<file path="config.mk">
export PLATFORM = sky130hd
export DESIGN_NAME = doic_top
export DESIGN_NICKNAME = d
export VERILOG_FILES = /design/src/doic_pkg.sv /design/src/doic_detect.sv /design/src/doic_top.sv
export SDC_FILE = /design/constraint.sdc
export NUM_CORES = 1
export LEC_CHECK = 0
export ABC_AREA = 1
export BUFFER_PORTS_ARGS = -buffer_cell sky130_fd_sc_hd__buf_4
export CORE_UTILIZATION = 60
export CTS_BUF_LIST = sky130_fd_sc_hd__clkbuf_4 sky130_fd_sc_hd__clkbuf_8
export DETAILED_ROUTE_END_ITERATION = 6
export PLACE_DENSITY = 0.85
export SLEW_MARGIN = 10
export SYNTH_ARGS = -nofsm -noshare
export SYNTH_HDL_FRONTEND = slang
export SYNTH_SLANG_ARGS = --single-unit
</file>
<file path="constraint.sdc">
create_clock -name pclk -period 1.83 [get_ports pclk]
set_clock_uncertainty 0.15 [all_clocks]
set_input_delay 0.183 -clock pclk [delete_from_list [all_inputs] [get_ports pclk]]
set_output_delay 0.183 -clock pclk [all_outputs]
set_load 0.02 [all_outputs]
</file>
<file path="src/doic_pkg.sv">
// constants for the dual output interrupt controller
package doic_pkg;
  localparam int SRC_W = 21;
  localparam int ADDR_W = 16;
  localparam int DATA_W = 32;
  localparam int EXT_W = 8;
  localparam int EXT_LO = 0;
  localparam int RSV_LO = 8;
  localparam int RSV_W = 2;
  localparam int PER_LO = 10;
  localparam int PER_W = 10;
  localparam int SWI_BIT = 20;
  localparam logic [ADDR_W-1:0] OFS_GLOBAL_MASK = 16'h1200;
  localparam logic [ADDR_W-1:0] OFS_TRIG_MODE = 16'h1204;
  localparam logic [ADDR_W-1:0] OFS_TRIG_POL = 16'h1208;
  localparam logic [ADDR_W-1:0] OFS_ROUTE = 16'h120c;
  localparam logic [ADDR_W-1:0] OFS_FAST_STATUS = 16'h1210;
  localparam logic [ADDR_W-1:0] OFS_NORMAL_STATUS = 16'h1214;
  localparam logic [ADDR_W-1:0] OFS_FAST_MASK = 16'h1218;
  localparam logic [ADDR_W-1:0] OFS_NORMAL_MASK = 16'h121c;
  localparam logic [ADDR_W-1:0] OFS_STATUS_CLEAR = 16'h1220;
  localparam logic [SRC_W-1:0] GLOBAL_MASK_RST = 21'h1fffff;
  localparam logic [SRC_W-1:0] TRIG_MODE_RST = 21'h000000;
  localparam logic [SRC_W-1:0] TRIG_POL_RST = 21'h000000;
  localparam logic [SRC_W-1:0] ROUTE_RST = 21'h000000;
  localparam logic [SRC_W-1:0] OUT_MASK_RST = 21'h000000;
  localparam logic [SRC_W-1:0] ZERO_SRC = 21'h000000;
  localparam logic [DATA_W-1:0] ZERO_DATA = 32'h00000000;
  localparam logic [RSV_W-1:0] ZERO_RSV = 2'h0;
endpackage : doic_pkg

</file>
<file path="src/doic_detect.sv">
// one source: optional synchroniser, edge or level detection, status flag
`timescale 1ns/1ps
module doic_detect #(
  parameter bit SYNC = 1'b1
) (
  // clock and reset
  input wire logic pclk,
  input wire logic presetn,
  // source and its configuration
  input wire logic raw,
  input wire logic level_mode,
  input wire logic active_high,
  input wire logic clear,
  input wire logic block,
  // detected state
  output logic status
);
  logic s;
  logic prev;
  logic edge_hit;
  logic level_act;
  logic next_status;

  generate
    if (SYNC) begin : g_sync
      logic meta;
      logic stable;
      always_ff @(posedge pclk or negedge presetn) begin
        if (!presetn) begin
          meta <= 1'b0;
          stable <= 1'b0;
        end else begin
          meta <= raw;
          stable <= meta;
        end
      end
      assign s = stable;
    end else begin : g_direct
      assign s = raw;
    end
  endgenerate

  always_ff @(posedge pclk or negedge presetn) begin
    if (!presetn) begin
      prev <= 1'b0;
      status <= 1'b0;
    end else begin
      prev <= s;
      status <= next_status;
    end
  end

  assign edge_hit = active_high ? (s & ~prev) : (~s & prev);
  assign level_act = active_high ? s : ~s;
  // a new edge beats a clear in the same cycle; level mode ignores clears
  assign next_status = block ? 1'b0 :
                       level_mode ? level_act :
                       edge_hit ? 1'b1 :
                       clear ? 1'b0 : status;
endmodule : doic_detect

</file>
<file path="src/doic_top.sv">
// dual output interrupt controller with apb register slave
//
// Local design decision: the APB register port.
`timescale 1ns/1ps
// What this block does
// - 21 sources: 0-7 external, 8-9 reserved, 10-19 peripherals, 20 software
// - sources 0-19 have a selectable detection mode; reset gives falling edge
// - no priority logic and no vectors; software orders via output masks
// - global mask bits 0-19: 1 blocks a source, 0 lets it through
// - setting a global mask bit 0-19 clears that source's status
// - reset sets every global mask bit: sources 0-19 masked, software source 20 raised
// - trigger mode 0 means edge, 1 means level; reset is edge
// - polarity 0 falling or low, 1 rising or high; reset falling
// - route bit 0 to normal output, 1 to fast; reset normal
// - separate fast and normal status registers show routed detected sources
// - writing 1 to status clear clears status of edge sources only
// - per-output masks decide whether a routed active source drives output
// - source 20 is software, active high level, follows mask register bit 20
// - output masks let software steer and suppress requests
// - nine registers at fixed offsets, global mask lowest, clear highest
// - status clear bits written 0 leave status unchanged
// - output mask bit 1 disables, 0 enables; reset all enabled
module doic_top
  import doic_pkg::*;
(
  // clock and reset
  input wire logic pclk,
  input wire logic presetn,
  // apb slave
  input wire logic psel,
  input wire logic penable,
  input wire logic pwrite,
  input wire logic [ADDR_W-1:0] paddr,
  input wire logic [DATA_W-1:0] pwdata,
  output logic [DATA_W-1:0] prdata,
  output logic pready,
  output logic pslverr,
  // interrupt sources
  input wire logic [EXT_W-1:0] ext_irq_in,
  input wire logic [PER_W-1:0] periph_irq_in,
  // requests toward the processor, active high
  output logic fast_irq,
  output logic normal_irq
);
  logic [SRC_W-1:0] global_source_mask;
  logic [SRC_W-1:0] trigger_mode_select;
  logic [SRC_W-1:0] trigger_polarity_select;
  logic [SRC_W-1:0] output_route_select;
  logic [SRC_W-1:0] fast_output_mask;
  logic [SRC_W-1:0] normal_output_mask;
  logic [SRC_W-1:0] status_vec;
  logic [SRC_W-1:0] raw_vec;
  logic [SRC_W-1:0] mode_vec;
  logic [SRC_W-1:0] pol_vec;
  logic [SRC_W-1:0] block_vec;
  logic [SRC_W-1:0] clear_vec;
  logic [SRC_W-1:0] fast_output_status;
  logic [SRC_W-1:0] normal_output_status;
  logic [SRC_W-1:0] wdata;
  logic [DATA_W-1:0] next_prdata;
  logic setup;
  logic wr_access;
  logic addr_hit;
  logic next_fast_irq;
  logic next_normal_irq;

  ////////////////////////////////////////////////////////////////////////////
  // apb decode: one wait-free access phase after every setup
  assign setup = psel & ~penable;
  assign wr_access = psel & penable & pready & pwrite;
  assign wdata = pwdata[SRC_W-1:0];

  assign addr_hit = (paddr == OFS_GLOBAL_MASK) | (paddr == OFS_TRIG_MODE) |
                    (paddr == OFS_TRIG_POL) | (paddr == OFS_ROUTE) |
                    (paddr == OFS_FAST_STATUS) | (paddr == OFS_NORMAL_STATUS) |
                    (paddr == OFS_FAST_MASK) | (paddr == OFS_NORMAL_MASK) |
                    (paddr == OFS_STATUS_CLEAR);

  // status clear reads as zero; upper bits always zero
  assign next_prdata =
    (paddr == OFS_GLOBAL_MASK) ? {11'h000, global_source_mask} :
    (paddr == OFS_TRIG_MODE) ? {11'h000, trigger_mode_select} :
    (paddr == OFS_TRIG_POL) ? {11'h000, trigger_polarity_select} :
    (paddr == OFS_ROUTE) ? {11'h000, output_route_select} :
    (paddr == OFS_FAST_STATUS) ? {11'h000, fast_output_status} :
    (paddr == OFS_NORMAL_STATUS) ? {11'h000, normal_output_status} :
    (paddr == OFS_FAST_MASK) ? {11'h000, fast_output_mask} :
    (paddr == OFS_NORMAL_MASK) ? {11'h000, normal_output_mask} :
    ZERO_DATA;

  always_ff @(posedge pclk or negedge presetn) begin
    if (!presetn) begin
      pready <= 1'b0;
      pslverr <= 1'b0;
      prdata <= ZERO_DATA;
    end else begin
      pready <= setup;
      pslverr <= setup & ~addr_hit;
      prdata <= (setup & ~pwrite) ? next_prdata : ZERO_DATA;
    end
  end

  ////////////////////////////////////////////////////////////////////////////
  // configuration registers; status registers are read-only
  always_ff @(posedge pclk or negedge presetn) begin
    if (!presetn) begin
      global_source_mask <= GLOBAL_MASK_RST;
      trigger_mode_select <= TRIG_MODE_RST;
      trigger_polarity_select <= TRIG_POL_RST;
      output_route_select <= ROUTE_RST;
      fast_output_mask <= OUT_MASK_RST;
      normal_output_mask <= OUT_MASK_RST;
    end else if (wr_access) begin
      if (paddr == OFS_GLOBAL_MASK) global_source_mask <= wdata;
      if (paddr == OFS_TRIG_MODE) trigger_mode_select <= wdata;
      if (paddr == OFS_TRIG_POL) trigger_polarity_select <= wdata;
      if (paddr == OFS_ROUTE) output_route_select <= wdata;
      if (paddr == OFS_FAST_MASK) fast_output_mask <= wdata;
      if (paddr == OFS_NORMAL_MASK) normal_output_mask <= wdata;
    end
  end

  // write-one-to-clear pulse, zeros leave status alone
  assign clear_vec = (wr_access && paddr == OFS_STATUS_CLEAR) ? wdata : ZERO_SRC;

  ////////////////////////////////////////////////////////////////////////////
  // source map; reserved positions have nothing behind them
  assign raw_vec = {global_source_mask[SWI_BIT], periph_irq_in, ZERO_RSV,
                    ext_irq_in};
  // software source is fixed high level and not blocked by its own bit
  assign mode_vec = {1'b1, trigger_mode_select[SWI_BIT-1:0]};
  assign pol_vec = {1'b1, trigger_polarity_select[SWI_BIT-1:0]};
  assign block_vec = {1'b0, global_source_mask[SWI_BIT-1:0]};

  genvar gi;
  generate
    for (gi = 0; gi < SRC_W; gi++) begin : g_src
      // pins and foreign peripherals are synchronised; the software bit is ours
      doic_detect #(
        .SYNC(gi != SWI_BIT)
      ) u_det (
        .pclk(pclk),
        .presetn(presetn),
        .raw(raw_vec[gi]),
        .level_mode(mode_vec[gi]),
        .active_high(pol_vec[gi]),
        .clear(clear_vec[gi]),
        .block(block_vec[gi]),
        .status(status_vec[gi])
      );
    end
  endgenerate

  ////////////////////////////////////////////////////////////////////////////
  // routing and output gating; plain or-reduce, no priority, no vector
  assign fast_output_status = status_vec & output_route_select;
  assign normal_output_status = status_vec & ~output_route_select;
  assign next_fast_irq = |(fast_output_status & ~fast_output_mask);
  assign next_normal_irq = |(normal_output_status & ~normal_output_mask);

  always_ff @(posedge pclk or negedge presetn) begin
    if (!presetn) begin
      fast_irq <= 1'b0;
      normal_irq <= 1'b0;
    end else begin
      fast_irq <= next_fast_irq;
      normal_irq <= next_normal_irq;
    end
  end

  ////////////////////////////////////////////////////////////////////////////
  // checks
  property p_gmask_reset;
    @(posedge pclk) $rose(presetn) |-> global_source_mask == GLOBAL_MASK_RST;
  endproperty
  a_gmask_reset: assert property (p_gmask_reset) else $error("mask not all set after reset");

  property p_masked_cleared;
    @(posedge pclk) disable iff (!presetn)
      1'b1 |=> (status_vec & $past(block_vec)) == ZERO_SRC;
  endproperty
  a_masked_cleared: assert property (p_masked_cleared) else $error("masked source kept status");

  property p_fast_out;
    @(posedge pclk) disable iff (!presetn)
      1'b1 |=> fast_irq == $past(|(status_vec & output_route_select & ~fast_output_mask));
  endproperty
  a_fast_out: assert property (p_fast_out) else $error("fast output mismatch");

  property p_normal_out;
    @(posedge pclk) disable iff (!presetn)
      1'b1 |=> normal_irq == $past(|(status_vec & ~output_route_select & ~normal_output_mask));
  endproperty
  a_normal_out: assert property (p_normal_out) else $error("normal output mismatch");

  property p_route_split;
    @(posedge pclk) disable iff (!presetn)
      ((fast_output_status & normal_output_status) == ZERO_SRC) &&
      ((fast_output_status | normal_output_status) == status_vec);
  endproperty
  a_route_split: assert property (p_route_split) else $error("status routed to both");

  property p_zero_keeps;
    @(posedge pclk) disable iff (!presetn)
      1'b1 |=> (($past(status_vec) & ~$past(clear_vec) & ~$past(mode_vec) &
                 ~$past(block_vec)) & ~status_vec) == ZERO_SRC;
  endproperty
  a_zero_keeps: assert property (p_zero_keeps) else $error("edge status lost without clear");

  property p_swi;
    @(posedge pclk) disable iff (!presetn)
      presetn |=> status_vec[SWI_BIT] == $past(global_source_mask[SWI_BIT]);
  endproperty
  a_swi: assert property (p_swi) else $error("software request not raised");

  property p_reserved;
    @(posedge pclk) disable iff (!presetn)
      status_vec[RSV_LO +: RSV_W] == ZERO_RSV;
  endproperty
  a_reserved: assert property (p_reserved) else $error("reserved source active");

  property p_apb_answer;
    @(posedge pclk) disable iff (!presetn)
      setup |=> pready ##1 !pready || setup;
  endproperty
  a_apb_answer: assert property (p_apb_answer) else $error("apb answer timing");

  property p_mode_write;
    @(posedge pclk) disable iff (!presetn)
      wr_access && paddr == OFS_TRIG_MODE |=> trigger_mode_select == $past(wdata);
  endproperty
  a_mode_write: assert property (p_mode_write) else $error("trigger mode write lost");

  property p_gm_write;
    @(posedge pclk) disable iff (!presetn)
      wr_access && paddr == OFS_GLOBAL_MASK |=> global_source_mask == $past(wdata);
  endproperty
  a_gm_write: assert property (p_gm_write) else $error("global mask write lost");

  property p_pol_write;
    @(posedge pclk) disable iff (!presetn)
      wr_access && paddr == OFS_TRIG_POL |=> trigger_polarity_select == $past(wdata);
  endproperty
  a_pol_write: assert property (p_pol_write) else $error("polarity write lost");

  property p_route_write;
    @(posedge pclk) disable iff (!presetn)
      wr_access && paddr == OFS_ROUTE |=> output_route_select == $past(wdata);
  endproperty
  a_route_write: assert property (p_route_write) else $error("route write lost");

  property p_fmask_write;
    @(posedge pclk) disable iff (!presetn)
      wr_access && paddr == OFS_FAST_MASK |=> fast_output_mask == $past(wdata);
  endproperty
  a_fmask_write: assert property (p_fmask_write) else $error("fast mask write lost");

  property p_nmask_write;
    @(posedge pclk) disable iff (!presetn)
      wr_access && paddr == OFS_NORMAL_MASK |=> normal_output_mask == $past(wdata);
  endproperty
  a_nmask_write: assert property (p_nmask_write) else $error("normal mask write lost");

  property p_cfg_reset;
    @(posedge pclk)
      $rose(presetn) |-> trigger_mode_select == TRIG_MODE_RST &&
      trigger_polarity_select == TRIG_POL_RST;
  endproperty
  a_cfg_reset: assert property (p_cfg_reset) else $error("detection not falling edge after reset");

  property p_route_reset;
    @(posedge pclk)
      $rose(presetn) |-> output_route_select == ROUTE_RST;
  endproperty
  a_route_reset: assert property (p_route_reset) else $error("route not normal after reset");

  property p_omask_reset;
    @(posedge pclk)
      $rose(presetn) |-> fast_output_mask == OUT_MASK_RST && normal_output_mask == OUT_MASK_RST;
  endproperty
  a_omask_reset: assert property (p_omask_reset) else $error("output masks not clear after reset");

  property p_quiet;
    @(posedge pclk) disable iff (!presetn)
      !(|status_vec) |=> !fast_irq && !normal_irq;
  endproperty
  a_quiet: assert property (p_quiet) else $error("request with no detected source");

  property p_fmask_all;
    @(posedge pclk) disable iff (!presetn)
      (&fast_output_mask) |=> !fast_irq;
  endproperty
  a_fmask_all: assert property (p_fmask_all) else $error("fast request through full mask");

  property p_nmask_all;
    @(posedge pclk) disable iff (!presetn)
      (&normal_output_mask) |=> !normal_irq;
  endproperty
  a_nmask_all: assert property (p_nmask_all) else $error("normal request through full mask");

  property p_route_none;
    @(posedge pclk) disable iff (!presetn)
      output_route_select == ZERO_SRC |=> !fast_irq;
  endproperty
  a_route_none: assert property (p_route_none) else $error("fast request with nothing routed");

  property p_route_all;
    @(posedge pclk) disable iff (!presetn)
      (&output_route_select) |=> !normal_irq;
  endproperty
  a_route_all: assert property (p_route_all) else $error("normal request with all routed fast");

  property p_gm_blocks;
    @(posedge pclk) disable iff (!presetn)
      presetn && (&global_source_mask[SWI_BIT-1:0]) |=> !(|status_vec[SWI_BIT-1:0]);
  endproperty
  a_gm_blocks: assert property (p_gm_blocks) else $error("masked hardware source detected");

  property p_all_blocked;
    @(posedge pclk) disable iff (!presetn)
      presetn && (&global_source_mask[SWI_BIT-1:0]) && !global_source_mask[SWI_BIT] |->
      ##2 !fast_irq && !normal_irq;
  endproperty
  a_all_blocked: assert property (p_all_blocked) else $error("request while all masked");

  property p_read_idle;
    @(posedge pclk) disable iff (!presetn)
      !(setup && !pwrite) |=> prdata == ZERO_DATA;
  endproperty
  a_read_idle: assert property (p_read_idle) else $error("read data outside a read");

  property p_slverr_pair;
    @(posedge pclk) disable iff (!presetn)
      pslverr |-> pready;
  endproperty
  a_slverr_pair: assert property (p_slverr_pair) else $error("error without ready");

  property p_unmapped;
    @(posedge pclk) disable iff (!presetn)
      wr_access && !addr_hit |=> $stable(global_source_mask) && $stable(normal_output_mask);
  endproperty
  a_unmapped: assert property (p_unmapped) else $error("unmapped write took effect");

  property p_upper_zero;
    @(posedge pclk) disable iff (!presetn)
      ~|prdata[DATA_W-1:SRC_W];
  endproperty
  a_upper_zero: assert property (p_upper_zero) else $error("read data above source bits");
endmodule : doic_top

</file>
* Word level (Yosys, flattened, before mapping)
Index checks and enable logic that the tools add are counted.
** Storage, ports and cells
- Register bits after elaboration :: 226
- Latch bits :: 0
- Bits in writable memories :: 0
- Memory bits (read-only) :: 0
- Input bits :: 71
- Output and inout port bits :: 36
- Memories kept :: 0
** Cells by class
- Add/sub/neg operators :: 0
- Multipliers :: 0
- Div/mod/pow operators :: 0
- $lt $le $gt $ge :: 0
- Equality and inequality tests :: 9
- Shift operators :: 0
- Multiplexer cells :: 126
- Bitwise logic cells :: 96
- Reductions and logical operators :: 29
** Operators with widths (number)
- 21-bit two-way mux :: 9
- 16-bit by 13-bit == test with 1-bit output, second input constant :: 9
- 1-bit two-way mux :: 116
- 21-bit AND :: 4
- 4-bit nonzero test :: 20
- 21-bit inverter :: 3
- 1-bit AND :: 42
- 21-bit OR reduction :: 2
- 1-bit inverter :: 39
- 20-bit two-way mux :: 1
- 2-bit AND reduction :: 6
- 1-bit bitwise OR :: 8
- 1-bit logical AND :: 1

* Logic depth before layout (Yosys ltp)
- Depth after elaboration :: 11
- Depth in mapped cells :: 14
- Depth with buffers taken out :: 13

* Cells and area by module
A second synthesis with hierarchy kept.
** Second synthesis, totals
- Cells, all modules :: 1450
- Area total of the unflattened synthesis :: 11036.8 um^2
** Modules (own cells, without submodules)
- doic_top :: times used 1, cells an instance 1053, area an instance 7776.2 um^2, sequential area each 3804.9 um^2
- doic_detect (g_src[0].u_det ...) :: times used 20, cells an instance 19, area an instance 157.7 um^2, sequential area each 100.1 um^2
- doic_detect (g_src[20].u_det) :: times used 1, cells an instance 17, area an instance 107.6 um^2, sequential area each 50.0 um^2

* Worst setup path before layout
Ideal clock, no wire load.
- Kind :: input -> register
- Start point :: input paddr[1]
- End point :: register g_src[0].u_det.status
- Library setup time :: 130 ps
- Arrival time :: 1333 ps
- Setup slack :: 217 ps
- Stages on the path :: 9
- Path through :: nor2_2 inv_2 nor3_4 nand3_1 nor2_2 inv_2 buf_6 o21ai_0 a31oi_1
** On the way
- Word-level cells in the longest chain between the ends :: 4
** Ends and longest elaborated chain
- from (decl) :: RTL line doic_top.sv:33 : input wire logic [ADDR_W-1:0] paddr,
- 16-bit by 13-bit == test with 1-bit output :: RTL line doic_top.sv:124 : assign clear_vec = (wr_access && paddr == OFS_STATUS_CLEAR) ? wdata : ZERO_SRC;
- 1-bit logical AND :: RTL line doic_top.sv:124
- 20-bit two-way mux :: RTL line doic_top.sv:124
- 4-bit nonzero test (no line)
- to (signal assigned) :: RTL line doic_detect.sv:49 : status <= next_status;
- to (decl) :: RTL line doic_detect.sv:16 : output logic status
No other way between the ends.
A chain may end at the register's enable or synchronous reset.

* Final worst setup path
- Start point :: register output_route_select[7]
- End point :: register fast_irq
** On the way
- Word-level cells in the longest chain between the ends :: 3
** Ends and longest elaborated chain
- from (decl) :: RTL line doic_top.sv:48 : logic [SRC_W-1:0] output_route_select;
- from (signal assigned) :: RTL line doic_top.sv:117 : if (paddr == OFS_ROUTE) output_route_select <= wdata;
- 21-bit AND :: RTL line doic_top.sv:156 : assign fast_output_status = status_vec & output_route_select;
- 21-bit AND :: RTL line doic_top.sv:158 : assign next_fast_irq = |(fast_output_status & ~fast_output_mask);
- 21-bit OR reduction :: RTL line doic_top.sv:158
- net next_fast_irq :: RTL line doic_top.sv:64 : logic next_fast_irq;
- to (signal assigned) :: RTL line doic_top.sv:166 : fast_irq <= next_fast_irq;
- to (decl) :: RTL line doic_top.sv:42 : output logic fast_irq,
The timed path passes the listed nets, and every way through them passes these cells.

==> metrics.md <==
| Metric | Value |
|---|---|
| RD Place Congestion | 0.918 |
| Fin area | 0.0128 mm^2 |
| Initial antenna violation count | 0 |
| I/O pins | 107 |
| Row Count | 47 |
| Crit path kind | reg -> reg |
| Syn_area_per_cell | 8.24 um^2 |
| Sequential share of power | 50.2% |
| DRT Pass-1 Iters | 5 |
| Starting Density | 62.0% |
| Synth top area share | 49.3% |
| WL per Instance | 17.5 um |
| Cts repair resizes | 0 |
| Number of enable flip-flop cells after synthesis | 0 |
| Fin worst setup slack | 101 ps |
| Combinational Power Share | 4.8% |
| Fillers | 1129 |
| Die area | 0.0179 mm^2 |
| Pin count of the biggest net entering global routing | 58 |
| Clk pwr share | 45.0% |
| Non-filler cells, final | 1671 |
| Die Wd | 134 um |
| RSZ-0062 raised after global routing | false |
| Fmax | 578 MHz |
| Pwr Density | 793 mW/mm^2 |
| Layout cell share with drive strength beyond 1 | 17.0% |
| Max FO, Critical Path | 2 |
| Post-synthesis cell type count | 30 |
| Final period utilization | 94.5% |
| Global route total overflow | 0 |
| Seq/Total Area, Yosys | 54.7% |
| Endpoints failing hold | 0 |
| 1st-iter DRT viols | 1092 |
| Hold Slack | 11.8 ps |
| Post-DP HPWL | 18800 um |
| Antenna diodes | 0 |
| Worst hold-check path type | in -> async |
| Switching Fraction | 23.1% |
| Minimum clock period | 1730 ps |
| Clock-pin transition on the worst setup and hold timing paths | 60 ps |
| Synth area leaders | dfrtp_1 49%, nand2_1 11%, o21ai_0 9.2%, inv_1 5.6%, dfstp_2 5.3% |
| Area leader, netlist | dfrtp_1 |
| IO Port Bufs | 84 |
| CTS max path bufs | 3 |
| CTS sink count | 226 |
| Final WL | 29200 um |
| H-Tree Level Count | 2 |
| Nets | 1495 |
| Ys flop type | dfrtp_1 |
| P_sw | 2.35 mW |
| Synth Register Bits | 226 |
| First-pass GRT wire length | 47000 um |
| Vias in the first global route | 9379 |
| DRC | 0 |
| Flop-to-flop setup slack | 100 ps |
| Placed Instances | 1561 |
| Multi-input gate area | 0.00381 mm^2 |
| Mapped Cells | 1261 |
| Fin util | 76.5% |
| Final setup viols | 0 |
| CP Data Required Time | 2030 ps |
| Cell Area, Synth | 0.0104 mm^2 |
| CORE AREA | 0.0168 mm^2 |
| CTS Buf Count | 37 |
| Crit. End Element | flop |
| Slew Viols, Final | 0 |
| Global-route usage over all layers | 34.0% |
| CP arrival | 1930 ps |
| DIE HEIGHT | 134 um |
| Worst skew pair latency | 550 ps |
| Leakage power | 6.09 nW |
| Register area | 0.00568 mm^2 |
| Post-synth ARST share | 100% |
| TNS Setup | 0 ps |
| Root Driver | clkbuf_8 |
| Synthesis warning total | 0 |
| Tot Pwr | 10.2 mW |
| Internal power | 7.82 mW |
| Placement Setup Slack | -124 ps |
| Post-DRT Antenna Nets | 0 |
| Vias after detailed routing | 9707 |
| Vias/cell | 5.81 |
| CTS tree | yes |
| Max_cap viols | 0 |
| Peak supply drop | 0.000813 V |
| Placed Area | 0.0116 mm^2 |
| CP startpoint kind | flop |
| Status | complete, no violations |
| FF-to-FF path depth | 6 |
| Area Overhead vs Synth | 23.3% |
[cell usage after synthesis, types with 5 or more instances]
| library cell | instances |
|---|---|
| nand2_1 | 293 |
| dfrtp_1 | 205 |
| o21ai_0 | 192 |
| inv_1 | 154 |
| nor2_1 | 91 |
| a21oi_1 | 46 |
| nand3_1 | 45 |
| clkbuf_1 | 37 |
| o211ai_1 | 29 |
| nand4_1 | 24 |
| dfstp_2 | 21 |
| o22ai_1 | 21 |
| a31oi_1 | 17 |
| buf_2 | 17 |
| nor3_1 | 16 |
| buf_4 | 14 |
| inv_2 | 7 |
| nor2_2 | 6 |
| o21ai_1 | 6 |
| nor4_1 | 5 |
[registers in the layout, summed over array words and instances, names as in the netlist]
register / cells
output_route_select: 21
normal_irq: 1
trigger_mode_select: 21
trigger_polarity_select: 21
g_src.u_det.status: 21
g_src.u_det.g_sync.stable: 18
g_src.u_det.g_sync.meta: 18
pready: 1
global_source_mask: 21
fast_irq: 1
normal_output_mask: 21
pslverr: 1
g_src.u_det.prev: 18
fast_output_mask: 21
prdata: 21
[power by group through the flow]
stage / registers (mW) / logic, mW / clock network [mW]
floorplan: 5.18 / 0.140 / 0
global placement: 5.18 / 0.401 / 0
detailed placement: 5.19 / 0.412 / 0
CTS: 5.10 / 0.490 / 4.60
global route: 5.11 / 0.545 / 4.85
finish: 5.10 / 0.493 / 4.57
[worst paths after layout]
check	from	end
worst min-delay path	presetn	g_src[5].u_det.g_sync.meta
min in group pclk	paddr[3]	prdata[19]
max in group asynchronous	presetn	global_source_mask[5]
worst max-delay path	output_route_select[7]	fast_irq
worst max register to register	output_route_select[7]	fast_irq
worst min register to register	g_src[4].u_det.g_sync.meta	g_src[4].u_det.g_sync.stable
[layer usage]
metal / global-route usage (%) / vias up / part of all wire (%)
li1: - / 4445 / -
met1: 44.8 / 4566 / 38
met2: 53.8 / 595 / 47
met3: 8.11 / 101 / 11
met4: 15.3 / 0 / 3.7
met5: 0 / - / 0
[critical path, cell delays in order, from the launching register on]
cell,delay [ps]
dfrtp_1,380
nand2_1,70
inv_1,50
nand2_1,50
o21ai_0,130
nor4_1,450
o2111ai_1,270
[timing repair]
item                                    4_1_cts  5_1_grt
setup buffers                                 0        0
endpoints found under the setup margin        0        0
endpoints found under the hold margin       381        0
hold buffers                                 44        0
[logic make-up (layout without fill, tap and decap cells)]
kind of cell / after synthesis / in the layout / synth area share [%]
and+or+nand+nor: 488 / 488 / 19.7
other: 1 / 11 / 0.0361
buffers and inverters: 230 / 410 / 9.09
DFF: 226 / 226 / 54.7
AOI/OAI and AO/OA: 316 / 316 / 16.5
[cell type report]
type	instances	area share, %
clock inverter	5	0.361
clock buffer	61	5.72
inverter	161	4.71
multi-input combinational	815	29.7
sequential	226	44.3
tap	220	2.15
timing repair buffer	183	13.0
[cell usage in the layout (no fill, tap or decap), drive strengths merged]
master / instances
a21oi: 46
dfstp: 21
o211ai: 29
clkinv: 3
nand3: 47
o31ai: 1
conb: 11
nor3: 18
buf: 139
nor4: 5
o22ai: 21
a31oi: 17
dlygate4sd3: 44
dfrtp: 205
nand2: 295
o21ai: 198
clkbuf: 61
inv: 163
o2111ai: 2
nand4: 24
nand3b: 1
nor2: 98
a211oi: 2
Note: power is estimated with default switching activity, not from simulation.
